## config.mk

```make
export PLATFORM = sky130hd
export DESIGN_NAME = qr_valley_skip_counter
export DESIGN_NICKNAME = d
export VERILOG_FILES = /design/src/rtl/qr_valley_pkg.sv /design/src/rtl/qr_valley_skip_counter.sv /design/src/rtl/valley_gate_logic.sv
export SDC_FILE = /design/constraint.sdc
export NUM_CORES = 1
export LEC_CHECK = 0
export BUFFER_PORTS_ARGS = -buffer_cell sky130_fd_sc_hd__buf_2
export CORE_MARGIN = 2
export CORE_UTILIZATION = 45
export CTS_CLUSTER_DIAMETER = 60
export DETAILED_ROUTE_END_ITERATION = 10
export HOLD_SLACK_MARGIN = 0.06
export PLACE_DENSITY_LB_ADDON = 0.12
export SLEW_MARGIN = 15
export SYNTH_ARGS = -nofsm -noshare
export SYNTH_HDL_FRONTEND = slang
export SYNTH_SLANG_ARGS = --single-unit
export TNS_END_PERCENT = 1
```

## constraint.sdc

```tcl
create_clock -name mclk_i -period 2.4 [get_ports mclk_i]
set_input_delay 0.48 -clock mclk_i [delete_from_list [all_inputs] [get_ports mclk_i]]
set_output_delay 0.48 -clock mclk_i [all_outputs]
set_load 0.05 [all_outputs]
```

## src/rtl/qr_valley_pkg.sv

```systemverilog
/*
  shared constants and carrier types for the quasi-resonant valley-skip core.
  assumes a single 100 mhz clock; analog comparator results arrive synchronous.
*/
package qr_valley_pkg;
  localparam int unsigned CLK_MHZ = 100;
  localparam int unsigned EVAL_PERIOD_MS = 48;
  localparam int unsigned EVAL_CYCLES = EVAL_PERIOD_MS * 1000 * CLK_MHZ;
  localparam int unsigned SOFT_START_MS = 12;
  localparam int unsigned SOFT_START_STEPS = 4;
  localparam int unsigned SOFT_STEP_CYCLES = (SOFT_START_MS * 1000 * CLK_MHZ) / SOFT_START_STEPS;
  localparam logic [2:0] SKIP_MIN = 3'h1;
  localparam logic [2:0] SKIP_MAX = 3'h7;
  localparam logic [2:0] ZC_MAX = 3'h7;
  localparam logic [2:0] ZC_RESET = 3'h0;
  // current-sense limit codes in millivolts
  localparam logic [9:0] CS_LIMIT_START_MV = 10'h140;
  localparam logic [9:0] CS_LIMIT_FINAL_MV = 10'h3e8;
  localparam logic [9:0] CS_LIMIT_STEP_MV = 10'h0aa;
  localparam logic [2:0] SS_LAST_STEP = 3'h3;

  // feedback comparator results, one per threshold
  typedef struct packed {
    logic above_reset;
    logic above_down;
    logic above_up;
  } fb_cmp_type;

  // the line-dependent threshold selection comes from the analog side
  typedef struct packed {
    logic high_line;
  } line_sense_type;

  typedef enum logic [1:0] {
    ST_PRECHARGE,
    ST_SOFT_START,
    ST_RUN
  } phase_type;
endpackage

```

## src/rtl/qr_valley_skip_counter.sv

```systemverilog
/*
  digital control core: start-up hand-off, 4-step soft-start, 48 ms up/down
  valley-skip counter and switch-on logic. assumes analog comparators deliver
  synchronous levels and the analog side acts on the current-sense limit code.
*/
`timescale 1ns/1ps
`default_nettype none
// Operation
// RULE_01: evaluate feedback every 48 ms period
// RULE_02: below count-up threshold: increment, max 7
// RULE_03: between up and down thresholds: hold
// RULE_04: above count-down threshold: decrement, min 1
// RULE_05: above reset threshold: force to 1
// RULE_06: counter always stays within 1..7
// RULE_07: counter starts at 1
// RULE_08: counter sets zero crossings to skip
// RULE_09: digital switch-on, analog switch-off
// RULE_10: soft-start 12 ms in 4 steps
// RULE_11: limit rises 0.32 V to 1 V
// RULE_12: supply on: stop pre-charge, start soft-start
// RULE_13: up/down thresholds chosen by line level
// RULE_14: zero-crossing counter 0..7, reset at gate-on
// RULE_15: gate on when crossings reach skip count
// RULE_16: sticky threshold flags, cleared each period
module qr_valley_skip_counter #(
  parameter int unsigned EVAL_CYC = qr_valley_pkg::EVAL_CYCLES,
  parameter int unsigned SS_STEP_CYC = qr_valley_pkg::SOFT_STEP_CYCLES
) (
  input wire logic mclk_i, // 100 mhz clock
  input wire logic arst_n_i, // async reset, active low
  input wire logic supply_above_on_i, // supply over turn-on threshold
  input wire qr_valley_pkg::fb_cmp_type fb_cmp_i, // feedback comparators
  input wire qr_valley_pkg::line_sense_type line_i, // detected line level
  input wire logic zero_cross_fall_i, // falling zero crossing pulse
  input wire logic ring_done_i, // ringing suppression expired
  input wire logic off_request_i, // analog switch-off request
  output logic precharge_en_o, // start-up cell enable
  output logic high_line_sel_o, // threshold bank select for comparators
  output logic [9:0] cs_limit_mv_o, // peak current-sense limit, mv
  output logic soft_start_o, // soft-start in progress
  output logic [2:0] skip_count_o, // valley-skip counter
  output logic [2:0] zc_count_o, // zero-crossing count
  output logic gate_o // gate drive
);
  import qr_valley_pkg::*;

  function automatic logic [31:0] cnt_inc(input logic [31:0] v);
    cnt_inc = v + 32'h1;
  endfunction

  function automatic logic [2:0] step_up(input logic [2:0] v);
    step_up = v + 3'h1;
  endfunction

  // limit for a soft-start step: linear rise, the last step lands on the final limit
  function automatic logic [9:0] ss_level(input logic [2:0] step);
    if (step >= SS_LAST_STEP) begin
      ss_level = CS_LIMIT_FINAL_MV;
    end else begin
      ss_level = CS_LIMIT_START_MV + 10'(step) * CS_LIMIT_STEP_MV;
    end
  endfunction

  // counter action for one closed period; the highest threshold flag wins
  function automatic logic [2:0] skip_step(input logic [2:0] cur, input fb_cmp_type flags);
    skip_step = cur;
    if (flags.above_reset) begin
      skip_step = SKIP_MIN; // see RULE_05
    end else if (flags.above_down) begin
      if (cur != SKIP_MIN) begin
        skip_step = cur - 3'h1; // see RULE_04 see RULE_06
      end
    end else if (flags.above_up) begin
      skip_step = cur; // see RULE_03
    end else if (cur != SKIP_MAX) begin
      skip_step = cur + 3'h1; // see RULE_02 see RULE_06
    end
  endfunction

  phase_type phase;
  phase_type next_phase;
  logic [31:0] ss_timer;
  logic [31:0] next_ss_timer;
  logic [2:0] ss_step;
  logic [2:0] next_ss_step;
  logic [9:0] cs_limit;
  logic [9:0] next_cs_limit;
  logic precharge_en;
  logic next_precharge_en;
  logic soft_start;
  logic next_soft_start;

  // start-up and soft-start sequencing
  always_comb begin
    next_phase = phase;
    next_ss_timer = ss_timer;
    next_ss_step = ss_step;
    next_cs_limit = cs_limit;
    unique case (phase)
      ST_PRECHARGE: begin
        if (supply_above_on_i) begin
          next_phase = ST_SOFT_START; // see RULE_12
          next_ss_timer = 32'h0;
          next_ss_step = 3'h0;
          next_cs_limit = ss_level(3'h0); // see RULE_11
        end
      end
      ST_SOFT_START: begin
        if (ss_timer == SS_STEP_CYC - 1) begin
          next_ss_timer = 32'h0;
          if (ss_step == SS_LAST_STEP) begin
            next_phase = ST_RUN; // see RULE_10
            next_cs_limit = CS_LIMIT_FINAL_MV; // see RULE_11
          end else begin
            next_ss_step = step_up(ss_step);
            next_cs_limit = ss_level(step_up(ss_step)); // see RULE_11
          end
        end else begin
          next_ss_timer = cnt_inc(ss_timer); // see RULE_10
        end
      end
      ST_RUN: begin
        next_cs_limit = CS_LIMIT_FINAL_MV;
      end
      default: begin
        next_phase = ST_PRECHARGE;
      end
    endcase
    if (!supply_above_on_i) begin
      next_phase = ST_PRECHARGE;
      next_cs_limit = CS_LIMIT_START_MV;
    end
    next_precharge_en = (next_phase == ST_PRECHARGE); // see RULE_12
    next_soft_start = (next_phase == ST_SOFT_START);
  end

  always_ff @(posedge mclk_i or negedge arst_n_i) begin
    if (!arst_n_i) begin
      phase <= ST_PRECHARGE;
      ss_timer <= 32'h0;
      ss_step <= 3'h0;
      cs_limit <= CS_LIMIT_START_MV;
      precharge_en <= 1'b1;
      soft_start <= 1'b0;
    end else begin
      phase <= next_phase;
      ss_timer <= next_ss_timer;
      ss_step <= next_ss_step;
      cs_limit <= next_cs_limit;
      precharge_en <= next_precharge_en;
      soft_start <= next_soft_start;
    end
  end

  logic running;
  assign running = (phase != ST_PRECHARGE);

  // supply loss drops the gate and the counter at the same edge as the phase
  logic gate_enable;
  assign gate_enable = running && supply_above_on_i;

  // valley-skip counter and 48 ms evaluation
  logic [31:0] eval_timer;
  logic [31:0] next_eval_timer;
  fb_cmp_type seen;
  fb_cmp_type next_seen;
  logic [2:0] skip_count;
  logic [2:0] next_skip_count;
  logic period_end;
  fb_cmp_type acc;

  always_comb begin
    next_eval_timer = eval_timer;
    next_seen = seen;
    next_skip_count = skip_count;
    period_end = (eval_timer == EVAL_CYC - 1);
    acc = seen | fb_cmp_i; // see RULE_16
    if (!gate_enable) begin
      next_eval_timer = 32'h0;
      next_seen = '0;
      next_skip_count = SKIP_MIN; // see RULE_07
    end else if (period_end) begin
      next_eval_timer = 32'h0; // see RULE_01
      next_seen = '0; // see RULE_16
      // flags include this cycle's levels so a crossing on the closing edge still counts
      next_skip_count = skip_step(skip_count, acc); // see RULE_16
    end else begin
      next_eval_timer = cnt_inc(eval_timer);
      next_seen = acc; // see RULE_16
    end
  end

  always_ff @(posedge mclk_i or negedge arst_n_i) begin
    if (!arst_n_i) begin
      eval_timer <= 32'h0;
      seen <= '0;
      skip_count <= SKIP_MIN; // see RULE_07
    end else begin
      eval_timer <= next_eval_timer;
      seen <= next_seen;
      skip_count <= next_skip_count;
    end
  end

  valley_gate_logic u_gate (
    .mclk_i(mclk_i),
    .arst_n_i(arst_n_i),
    .enable_i(gate_enable),
    .zero_cross_fall_i(zero_cross_fall_i),
    .ring_done_i(ring_done_i),
    .off_request_i(off_request_i),
    .skip_count_i(skip_count), // see RULE_08
    .gate_o(gate_o),
    .zc_count_o(zc_count_o)
  );

  assign precharge_en_o = precharge_en; // see RULE_12
  assign high_line_sel_o = line_i.high_line; // see RULE_13
  assign cs_limit_mv_o = cs_limit;
  assign soft_start_o = soft_start;
  assign skip_count_o = skip_count;
endmodule
`default_nettype wire

```

## src/rtl/valley_gate_logic.sv

```systemverilog
/*
  zero-crossing counter and switch-on decision for one switching cycle.
  assumes the ringing suppression timer and switch-off path are outside.
*/
`timescale 1ns/1ps
`default_nettype none
module valley_gate_logic (
  input wire logic mclk_i, // 100 mhz clock
  input wire logic arst_n_i, // async reset, active low
  input wire logic enable_i, // switching allowed
  input wire logic zero_cross_fall_i, // falling zero crossing, one-cycle pulse
  input wire logic ring_done_i, // ringing suppression expired
  input wire logic off_request_i, // analog switch-off from feedback/current sense
  input wire logic [2:0] skip_count_i, // valleys to skip
  output logic gate_o, // gate drive
  output logic [2:0] zc_count_o // zero crossings since turn-off
);
  import qr_valley_pkg::*;

  logic gate;
  logic next_gate;
  logic [2:0] zc_count;
  logic [2:0] next_zc_count;

  always_comb begin
    next_gate = gate;
    next_zc_count = zc_count;
    if (!enable_i) begin
      next_gate = 1'b0;
      next_zc_count = ZC_RESET;
    end else if (gate) begin
      if (off_request_i) begin
        next_gate = 1'b0; // see RULE_09
      end
    end else begin
      if (zero_cross_fall_i && zc_count != ZC_MAX) begin
        next_zc_count = zc_count + 3'h1; // see RULE_14
      end
      if (ring_done_i && zc_count >= skip_count_i) begin
        next_gate = 1'b1; // see RULE_15 see RULE_08 see RULE_09
        next_zc_count = ZC_RESET; // see RULE_14
      end
    end
  end

  always_ff @(posedge mclk_i or negedge arst_n_i) begin
    if (!arst_n_i) begin
      gate <= 1'b0;
      zc_count <= ZC_RESET;
    end else begin
      gate <= next_gate;
      zc_count <= next_zc_count;
    end
  end

  assign gate_o = gate;
  assign zc_count_o = zc_count;
endmodule
`default_nettype wire

```

==> impl_metrics.json, run 1 <==
{
  "status": "completed",
  "cpPeakStageDelay_ns": 0.40,
  "cap_viol_max_count": 0,
  "internal-power_mw": 2.57,
  "finClkSkew_ns": 0.00730,
  "path_buf_inv": 1,
  "final_cell_mix": "dfrtp_1, nor2_1, nand2_1",
  "rsz0062_at_grt": "false",
  "power.density_mw_per_mm2": 642,
  "dp.cells": 711,
  "worstHoldPathType": "primary input to asynchronous set/reset pin",
  "worst-r2r-setup-slack_ns": 0.13,
  "critical_path_arrival_ns": 2.52,
  "synthCells": 542,
  "timing.final.crit_period_ns": 2.27,
  "tightest_slew_ns": 0.592,
  "post_cts_buffers": 0,
  "netSwitchingPower_mw": 1.14,
  "cts_tree": "built",
  "root_buffer": "clkbuf_16",
  "synth_edf_count": 0,
  "syn-num-nets": 575,
  "relSlewSlack_pct": 60.1,
  "fp-row-count": 38,
  "coreArea_mm2": 0.0110,
  "clkTransAtPathRegs_ns": 0.07,
  "slew_viol_final": 0,
  "cp_slowest_cell": "dfrtp_1",
  "fmax_mhz": 441,
  "routed_wl_um": 10800,
  "route.vias.total": 3995,
  "ys_async_sr_fraction_pct": 100,
  "dp_hpwl_um": 7660,
  "instances_no_fill": 727,
  "max-vdd-ir-drop_mv": 0.547,
  "p_leak_nw": 2.56,
  "grtUsageTotal_pct": 18.3,
  "syn_area_per_cell_um2": 9.44,
  "dpl-instance-area_mm2": 0.00550,
  "cts_max_level": 3,
  "area.growth.synth_to_final_pct": 13.2,
  "antenna_cells": 0,
  "wl_per_cell_um": 14.9,
  "grt_pass1_wl_um": 18900,
  "die_area_mm2": 0.0122,
  "pin_count": 30,
  "crit_top_cell": "ha_2",
  "grt_pass1_vias": 3982,
  "clock_latency_ns": 0.34,
  "clockBufferDepth": 2,
  "synth_seq_cells": 90,
  "synthesis.area_mm2": 0.00512,
  "seq_power_share_pct": 44.3,
  "p_clk_share_pct": 36.2,
  "antenna_found_initial": 0,
  "pwr-share-comb_pct": 19.5,
  "critical_path.startpoint_type": "flop",
  "gp_congestion": 0.867,
  "firstDrtPassIters": 4,
  "drive_gt1_share_pct": 14.5,
  "final_area_mm2": 0.00579,
  "io_buffer_count": 26,
  "layout_commonest_cell": "dfrtp_1",
  "die_w_um": 111,
  "ys_seq_area_share_pct": 44.1,
  "setup_viol": 0,
  "synth_ff_type": "dfrtp_1",
  "ant_nets": 0,
  "numCtsBuffers": 9,
  "ys_warn_count": 0,
  "drcViolationCount": 0,
  "worstPathCellList": "ha_2 > ha_1 > inv_1 > ha_1 > ha_2 > ha_2 > xnor2_2 > o21a_1 > nor3_1 > a41oi_1",
  "min_period_over_period_pct": 94.6,
  "required_ns": 2.65,
  "grt_overflow": 0,
  "crit_path_end_kind": "flop",
  "post_synth_num_cell_types": 57,
  "critPathTopFamily": "adder cells",
  "critPathKind": "flop to flop",
  "path_max_fanout": 3,
  "clock-sinks": 90,
  "grt_start_max_net_pins": 40,
  "drtIter0Drc": 244,
  "start_util_pct": 46.6,
  "hold_ws_ns": 0.0855,
  "hold_violations": 0,
  "p_sw_share_pct": 30.8,
  "vias_per_cell": 5.50,
  "nets": 615,
  "die_y_um": 111
}
## routing by layer
layer,routed length [um],track usage (%)
met3,294,3.88
met5,0,0
met1,5160,24.5
met2,5260,30.3
met4,108,4.92
## through the flow
| stage | utilization [%] | setup WS [ns] | total power [mW] | TNS (ns) |
|---|---|---|---|---|
| finish | 52.7 | 0.131 | 3.72 | 0 |
| global route | 52.7 | 0.00693 | 3.91 | 0 |
| CTS | 52.7 | 0.0110 | 3.76 | 0 |
| detailed placement | 50.0 | -0.0180 | 2.38 | -0.0180 |
| global placement | 50.0 | 0.0441 | 2.36 | 0 |
| floorplan | - | 0.0515 | 2.17 | 0 |
## synthesized netlist by cell type, types with 2 or more instances
| cell type | n | area [um2] |
|---|---|---|
| a41o_1 | 2 | 20.0 |
| clkbuf_1 | 6 | 22.5 |
| or3_1 | 3 | 18.8 |
| nor4b_1 | 4 | 35.0 |
| buf_2 | 5 | 25.0 |
| dfrtp_1 | 86 | 2150 |
| nor4_1 | 10 | 62.6 |
| nand4_1 | 27 | 169 |
| o2bb2ai_1 | 3 | 26.3 |
| a41oi_1 | 2 | 17.5 |
| nor2_1 | 75 | 282 |
| inv_1 | 19 | 71.3 |
| buf_4 | 6 | 45.0 |
| or4_1 | 2 | 15.0 |
| xor2_1 | 36 | 315 |
| a31oi_1 | 7 | 43.8 |
| a21o_1 | 2 | 15.0 |
| and4_1 | 6 | 52.6 |
| or2_1 | 2 | 12.5 |
| and4bb_1 | 2 | 25.0 |
| and3_1 | 9 | 56.3 |
| o21ai_0 | 17 | 85.1 |
| o2111ai_1 | 2 | 17.5 |
| or2_2 | 2 | 12.5 |
| a211oi_1 | 2 | 15.0 |
| nor2b_1 | 4 | 25.0 |
| nand2b_1 | 8 | 50.1 |
| xnor2_1 | 17 | 149 |
| ha_1 | 23 | 288 |
| o21a_1 | 5 | 37.5 |
| o211ai_1 | 3 | 22.5 |
| mux2i_1 | 7 | 70.1 |
| nor3_2 | 3 | 30.0 |
| dfstp_2 | 4 | 105 |
| nand3_1 | 37 | 185 |
| and2_1 | 5 | 31.3 |
| a22o_1 | 4 | 35.0 |
| nand2_1 | 42 | 158 |
| nor3_1 | 13 | 65.1 |
| a21oi_1 | 13 | 65.1 |
## sequential cells by signal, indices dropped and copies added (netlist names)
signal and count:
cs_limit_mv_o 9, eval_timer 32, phase 2, precharge_en_o 1, seen 3, skip_count_o 3
soft_start_o 1, ss_step 3, ss_timer 32, u_gate.gate_o 1, u_gate.zc_count_o 3
## final cells by class
cell class | count | area [um2]
clock buffer | 9 | 225
tap | 140 | 175
timing repair buffer | 46 | 295
inverter | 19 | 71.3
multi-input combinational | 416 | 2710
fill | 1022 | 5190
clock inverter | 7 | 56.3
sequential | 90 | 2260
## power by group through the flow
stage | clock (mW) | combinational, mW | sequential, mW
global route | 1.45 | 0.805 | 1.65
global placement | 0 | 0.690 | 1.67
CTS | 1.39 | 0.726 | 1.64
detailed placement | 0 | 0.704 | 1.67
finish | 1.34 | 0.726 | 1.65
floorplan | 0 | 0.445 | 1.73
## worst paths after layout
kind,start,end,cells past startpoint
min reg2reg,eval_timer[0],eval_timer[0],1
min in group mclk_i,fb_cmp_i[0],seen[0],3
max,ss_step[1],cs_limit_mv_o[8],10
min,arst_n_i,eval_timer[27],1
max reg2reg,ss_step[1],cs_limit_mv_o[8],10
max in group asynchronous,arst_n_i,cs_limit_mv_o[8],2
## cells by family after synthesis
| kind of cell | count (synthesis) | synth area share, % |
|---|---|---|
| compound gates | 70 | 9.51 |
| other cells | 1 | 0.0733 |
| flops | 90 | 44.1 |
| buf+inv | 36 | 3.20 |
| fa+ha+maj | 23 | 5.62 |
| simple gates | 260 | 26.6 |
| xor+xnor | 53 | 9.07 |
| mux | 9 | 1.86 |
## timing repair
item / CTS / global route
gates resized for setup: 1 / 4
setup endpoints to repair: 1 / 3
hold buffers: 0 / 0
(Power assumes the default switching activity.)
==> run 2, diff against run 1 <==
- SYNTH_HIERARCHICAL: not set -> 1
==> run 2 against run 1 <==
  * Utilization hardly changed
  * Synthesized area is 0.12% higher
  * Power grew 12%
  * Via count is 5.4% lower
  * Design area hardly changed
  * First-iteration DRC count is 14% lower
  * Hold slack gained 0.0095 ns
  * Critical endpoint is now cs_limit_mv_o[9]
  * Routed wire length fell by 5.4%
  * Count of clock-buffer cells in the layout increased by 1
  * Sequential cell count is the same
==> impl_metrics.json, run 2 <==
{
  "rsz0062_at_grt": "false",
  "netSwitchingPower_mw": 1.18,
  "post_synth_num_cell_types": 58,
  "fp-row-count": 38,
  "hold_violations": 0,
  "critPathLaunch": "ss_step[1]",
  "synth_ff_type": "dfrtp_1",
  "grt_start_max_net_pins": 54,
  "grt_pass1_vias": 3811,
  "antenna_found_initial": 0,
  "cp_slowest_cell": "dfrtp_1",
  "r2r_cells": 11,
  "pin_count": 30,
  "preCtsSetupSlack_ns": 0.0139,
  "synthCells": 523,
  "power.density_mw_per_mm2": 718,
  "layout_commonest_cell": "dfrtp_1",
  "timing.final.crit_period_ns": 2.26,
  "critical_path_arrival_ns": 2.48,
  "worst-r2r-setup-slack_ns": 0.14,
  "tightest_slew_ns": 0.506,
  "yosysTopAreaCell": "dfrtp_1",
  "vias_per_cell": 5.40,
  "p_leak_nw": 2.59,
  "ys_warn_count": 6,
  "root_buffer": "clkbuf_16",
  "setup_viol": 0,
  "gp_congestion": 0.837,
  "synth.most_common_cell": "dfrtp_1",
  "coreArea_mm2": 0.0110,
  "p_sw_share_pct": 28.4,
  "drcViolationCount": 0,
  "required_ns": 2.62,
  "finClkSkew_ns": 0.00904,
  "r2r-end": "cs_limit_mv_o[9]",
  "grtUsageTotal_pct": 17.7,
  "final_cell_mix": "dfrtp_1, nor2_1, nand2_1",
  "area.growth.synth_to_final_pct": 13.1,
  "syn_area_per_cell_um2": 9.80,
  "crit_path_end_kind": "flop",
  "cts_tree": "built",
  "clock-sinks": 90,
  "wl_per_cell_um": 14.6,
  "critical_path.startpoint_type": "flop",
  "clockBufferDepth": 2,
  "ant_nets": 0,
  "slew_viol_final": 0,
  "cts_max_level": 3,
  "yosys.area.top_type_share_pct": 42.0,
  "die_w_um": 111,
  "start_util_pct": 46.7,
  "yosys-top-cells-count": "dfrtp_1, nor2_1, nand2_1, xnor2_1, xor2_1",
  "cts.hold.buffers_added": 0,
  "min_period_over_period_pct": 94.3,
  "critPathKind": "flop to flop",
  "synth_edf_count": 0,
  "io_buffer_count": 26,
  "worstHoldPathType": "primary input to asynchronous set/reset pin",
  "setup_slack_ns": 0.137,
  "firstDrtPassIters": 4,
  "path_max_fanout": 3,
  "status": "completed",
  "drtIter0Drc": 210,
  "final_area_mm2": 0.00580,
  "nets": 588,
  "route.vias.total": 3780,
  "p_clk_share_pct": 39.9,
  "relSlewSlack_pct": 66.3,
  "worstPathCellList": "ha_1 > ha_4 > inv_1 > ha_1 > ha_2 > ha_2 > xnor2_2 > xnor2_1 > o21a_1 > o21ai_1 > mux2i_1",
  "numCtsBuffers": 9,
  "synth_area_leaders": "dfrtp_1, nor2_1, ha_1, xnor2_1, xor2_1",
  "dp_hpwl_um": 7030,
  "antenna_cells": 0,
  "die_area_mm2": 0.0123,
  "hold_ws_ns": 0.0950,
  "drive_gt1_share_pct": 15.7,
  "ys_seq_area_share_pct": 44.0,
  "r2r-start": "ss_step[1]",
  "grt_overflow": 0,
  "routed_wl_um": 10200,
  "internal-power_mw": 2.98,
  "pwr-share-comb_pct": 20.9,
  "seq_power_share_pct": 39.2,
  "dpl-instance-area_mm2": 0.00542,
  "fmax_mhz": 442,
  "cap_viol_max_count": 0,
  "max-vdd-ir-drop_mv": 0.592,
  "synthesis.area_mm2": 0.00512,
  "synth_seq_cells": 90,
  "grt_pass1_wl_um": 18100,
  "setup_tns_ns": 0,
  "die_y_um": 111,
  "clock_latency_ns": 0.34,
  "ys_async_sr_fraction_pct": 100,
  "cpPeakStageDelay_ns": 0.40,
  "syn-num-nets": 556,
  "clkTransAtPathRegs_ns": 0.07
}
==> run 2: cell types whose count changed in the layout (fill, tap and decap cells not counted), moves of 5 or more <==
cell     before  now
nor3_1       13   19
xor2_1       36   28
nand2_1      42   37
xnor2_1      16   30
nor2_1       75   80
buf_4        20   11
inv_6         5    0
nand4_1      27   14
and4_1        6   13
o21ai_0      16    8
nand3_1      37   26
==> run 2: final cells by class <==
| type | instances | area [um2] |
|---|---|---|
| Multi-Input combinational cell | 393 | 2660 |
| Clock inverter | 6 | 114 |
| Inverter | 22 | 82.6 |
| Fill cell | 1014 | 5190 |
| Timing Repair Buffer | 39 | 268 |
| Tap cell | 140 | 175 |
| Sequential cell | 90 | 2260 |
| Clock buffer | 10 | 239 |
==> run 2: worst max path at each step <==
stage / endpoint / slack (ns) / cells after the start
3_3_place_gp: cs_limit_mv_o[9] / 0.07 / 11
3_5_place_dp: cs_limit_mv_o[9] / 0.01 / 11
6_report: cs_limit_mv_o[9] / 0.14 / 11
5_1_grt: cs_limit_mv_o[9] / 0.005 / 11
4_1_cts: cs_limit_mv_o[9] / 0.004 / 11
2_1_floorplan: cs_limit_mv_o[9] / 0.05 / 11
==> run 2: power groups by stage <==
stage / Clock (mW) / Combinational (mW) / Sequential (mW)
finish: 1.66 / 0.871 / 1.63
global route: 1.76 / 0.974 / 1.64
CTS: 1.70 / 0.838 / 1.63
detailed placement: 0 / 0.830 / 1.66
global placement: 0 / 0.824 / 1.66
floorplan: 0 / 0.535 / 1.74
==> run 2: cell families (layout without fill, tap and decap cells) <==
kind of cell / count (synthesis) / count (layout) / share of synthesized area (%)
and+or+nand+nor: 252 / 252 / 27.1
DFF: 90 / 90 / 44.0
xor gates and xnor gates: 59 / 59 / 10.1
AOI/OAI and AO/OA: 45 / 45 / 5.96
buffers and inverters: 40 / 77 / 4.52
adders and majority gates: 23 / 23 / 5.62
muxes: 13 / 13 / 2.61
other: 1 / 1 / 0.0732
==> run 2: per-layer routing <==
metal	GRT usage (%)	vias to the layer above	wire length (um)
li1	-	1879	-
met1	23.9	1857	4970
met2	29.4	38	4970
met3	3.39	6	219
met4	4.92	0	86
met5	0	-	0
==> run 2: timing repair <==
action                                  in CTS  in global routing
setup buffers                                0                  0
endpoints found under the setup margin       0                  3
gates resized for setup                      0                  6
==> run 2: metrics by stage <==
| step | power, mW | instances | utilization (%) |
|---|---|---|---|
| after detailed placement | 2.49 | 684 | 49.3 |
| final | 4.16 | 700 | 52.8 |
| after floorplan | 2.27 | 523 | - |
| after global routing | 4.37 | 700 | 52.8 |
| after global placement | 2.48 | 684 | 49.3 |
| after CTS | 4.17 | 700 | 52.6 |
==> run 2: critical path, delay by kind of cell, from the launching register on <==
family | cells | cell delay [ns]
mux | 1 | 0.08
compound gates | 2 | 0.29
fa+ha+maj | 5 | 1.08
buf+inv | 1 | 0.04
xor+xnor | 2 | 0.27
flops | 1 | 0.40
==> run 3, diff against run 2 <==
- clock period: 2.4 -> 2.33 ns (I/O delays scaled with it)
==> run 3 against run 2 <==
  * Combinational power rose by 5.7%
  * Power is 2.9% higher
  * Hold slack better by 0.25 ns
  * Sequential share of layout area is 0.24 points lower
  * Critical path depth unchanged
  * Largest power group is now sequential cells
  * Highest routed layer unchanged
==> impl_metrics.json, run 3 (same netlist as run 2, synthesis figures left out) <==
{
  "status": "completed",
  "cp_slowest_cell": "dfrtp_1",
  "clock_latency_ns": 0.35,
  "required_ns": 2.55,
  "multi_input_comb_area_mm2": 0.00267,
  "final_cell_mix": "dfrtp_1, nor2_1, nand2_1",
  "fmax_mhz": 449,
  "worstPathCellList": "ha_2 > ha_4 > inv_1 > ha_2 > ha_2 > ha_2 > xnor2_2 > xnor2_1 > o21a_1 > o21ai_1 > mux2i_1",
  "max-vdd-ir-drop_mv": 0.529,
  "layout_commonest_cell": "dfrtp_1",
  "dp_hpwl_um": 7110,
  "finClkSkew_ns": 0.00913,
  "slew_viol_final": 0,
  "critPathKind": "flop to flop",
  "wl_per_cell_um": 14.3,
  "grt_start_max_net_pins": 63,
  "gp_congestion": 0.799,
  "seq_area_mm2": 0.00226,
  "min_period_over_period_pct": 95.5,
  "top_layer": "met4",
  "instances_no_fill": 708,
  "route.vias.total": 3802,
  "dp.cells": 691,
  "drive_gt1_share_pct": 16.9,
  "critical_path_arrival_ns": 2.44,
  "ant_nets": 0,
  "min_from": "fb_cmp_i[0]",
  "grtUsageTotal_pct": 17.5,
  "grt_pass1_vias": 3748,
  "die_y_um": 111,
  "clock-sinks": 90,
  "post_cts_buffers": 0,
  "cts_tree": "built",
  "min_to": "seen[0]",
  "cts_max_level": 3,
  "timing.final.crit_period_ns": 2.23,
  "antenna_cells": 0,
  "min_path_cells": 3,
  "drtIter0Drc": 164,
  "grt_pass1_wl_um": 17700,
  "die_w_um": 111,
  "r2r-start": "ss_step[1]",
  "root_buffer": "clkbuf_16",
  "preCtsSetupSlack_ns": -0.0535,
  "drcViolationCount": 0,
  "io_buffer_count": 26,
  "setup_viol": 0,
  "fp-row-count": 38,
  "grt_overflow": 0,
  "p_leak_nw": 2.61,
  "path_max_fanout": 2,
  "area.growth.synth_to_final_pct": 13.8,
  "antenna_found_initial": 0,
  "num-fill-cells": 981,
  "cap_viol_max_count": 0,
  "critical_path.startpoint_type": "flop",
  "vias_per_cell": 5.37,
  "wl_met1_um": 4860,
  "setup_tns_ns": 0,
  "coreArea_mm2": 0.0110,
  "worst-r2r-setup-slack_ns": 0.10,
  "rsz0062_at_grt": "false",
  "met3WireLength_um": 250,
  "routed_wl_um": 10100,
  "fin_util_pct": 53.1,
  "clkTransAtPathRegs_ns": 0.07,
  "r2r_cells": 11,
  "crit_path_end_kind": "flop",
  "start_util_pct": 46.7,
  "worstHoldPathType": "primary input to flop",
  "nets": 596,
  "wl_met2_um": 4860,
  "pin_count": 30,
  "firstDrtPassIters": 4,
  "power.density_mw_per_mm2": 734,
  "clockBufferDepth": 2,
  "cpPeakStageDelay_ns": 0.38,
  "crit_top_cell": "ha_2",
  "hold_violations": 0,
  "r2r-end": "cs_limit_mv_o[9]",
  "setup_slack_ns": 0.105,
  "numCtsBuffers": 9,
  "die_area_mm2": 0.0123
}
run 3: critical path: cells and delay by family, from the launching register on:
kind	cells	cell delay, ns
adder cells (fa/ha/maj)	5	1.02
flip-flops	1	0.38
XOR/XNOR	2	0.30
AO/OA/AOI/OAI	2	0.29
multiplexers	1	0.08
buffers and inverters	1	0.04
run 3: final cells by class:
type	count	share of cell area [%]
flip-flops and latches	90	38.7
inverters	22	1.42
clock buffers	12	4.23
repair buffers	47	5.23
well taps	140	3.00
clock inverters	4	1.69
multi-input cells	393	45.7
run 3: layer usage:
metal  vias up  GRT usage (%)
met5         -              0
met4         0           6.58
met3        16           3.55
met2        50           28.8
met1      1844           23.0
li1       1892              -
run 3: repair_timing:
item                                   in CTS  in global routing
pin swaps                                   0                  3
resized for setup                           2                  7
endpoints found under the hold margin      27                  0
hold buffers                                1                  0
setup endpoints to repair                   2                  7
run 3: worst max-delay path by stage:
stage               startpoint          endpoint  slack (ns)  depth (start not counted)
detailed placement  ss_step[0]  cs_limit_mv_o[9]       -0.05                         11
finish              ss_step[1]  cs_limit_mv_o[9]        0.10                         11
floorplan           ss_step[0]  cs_limit_mv_o[9]       0.002                         11
CTS                 ss_step[0]  cs_limit_mv_o[8]       0.008                         10
global placement    ss_step[0]  cs_limit_mv_o[9]        0.02                         11
global route        ss_step[1]  cs_limit_mv_o[9]      0.0009                         11
run 3: metrics by stage:
step / power, mW / cell area, um2 / hold WS (ns)
floorplan: 2.34 / 5120 / 0.170
global placement: 2.56 / 5450 / 0.420
detailed placement: 2.57 / 5450 / 0.425
CTS: 4.31 / 5810 / 0.343
global route: 4.50 / 5830 / 0.386
finish: 4.28 / 5830 / 0.350
run 3: where the power goes:
| part | internal, mW | leakage, nW | switching [mW] | total, mW |
|---|---|---|---|---|
| clock network | 1.08 | 0.167 | 0.600 | 1.68 |
| logic | 0.367 | 1.21 | 0.554 | 0.921 |
| registers | 1.63 | 1.23 | 0.0464 | 1.68 |
| total | 3.08 | 2.61 | 1.20 | 4.28 |
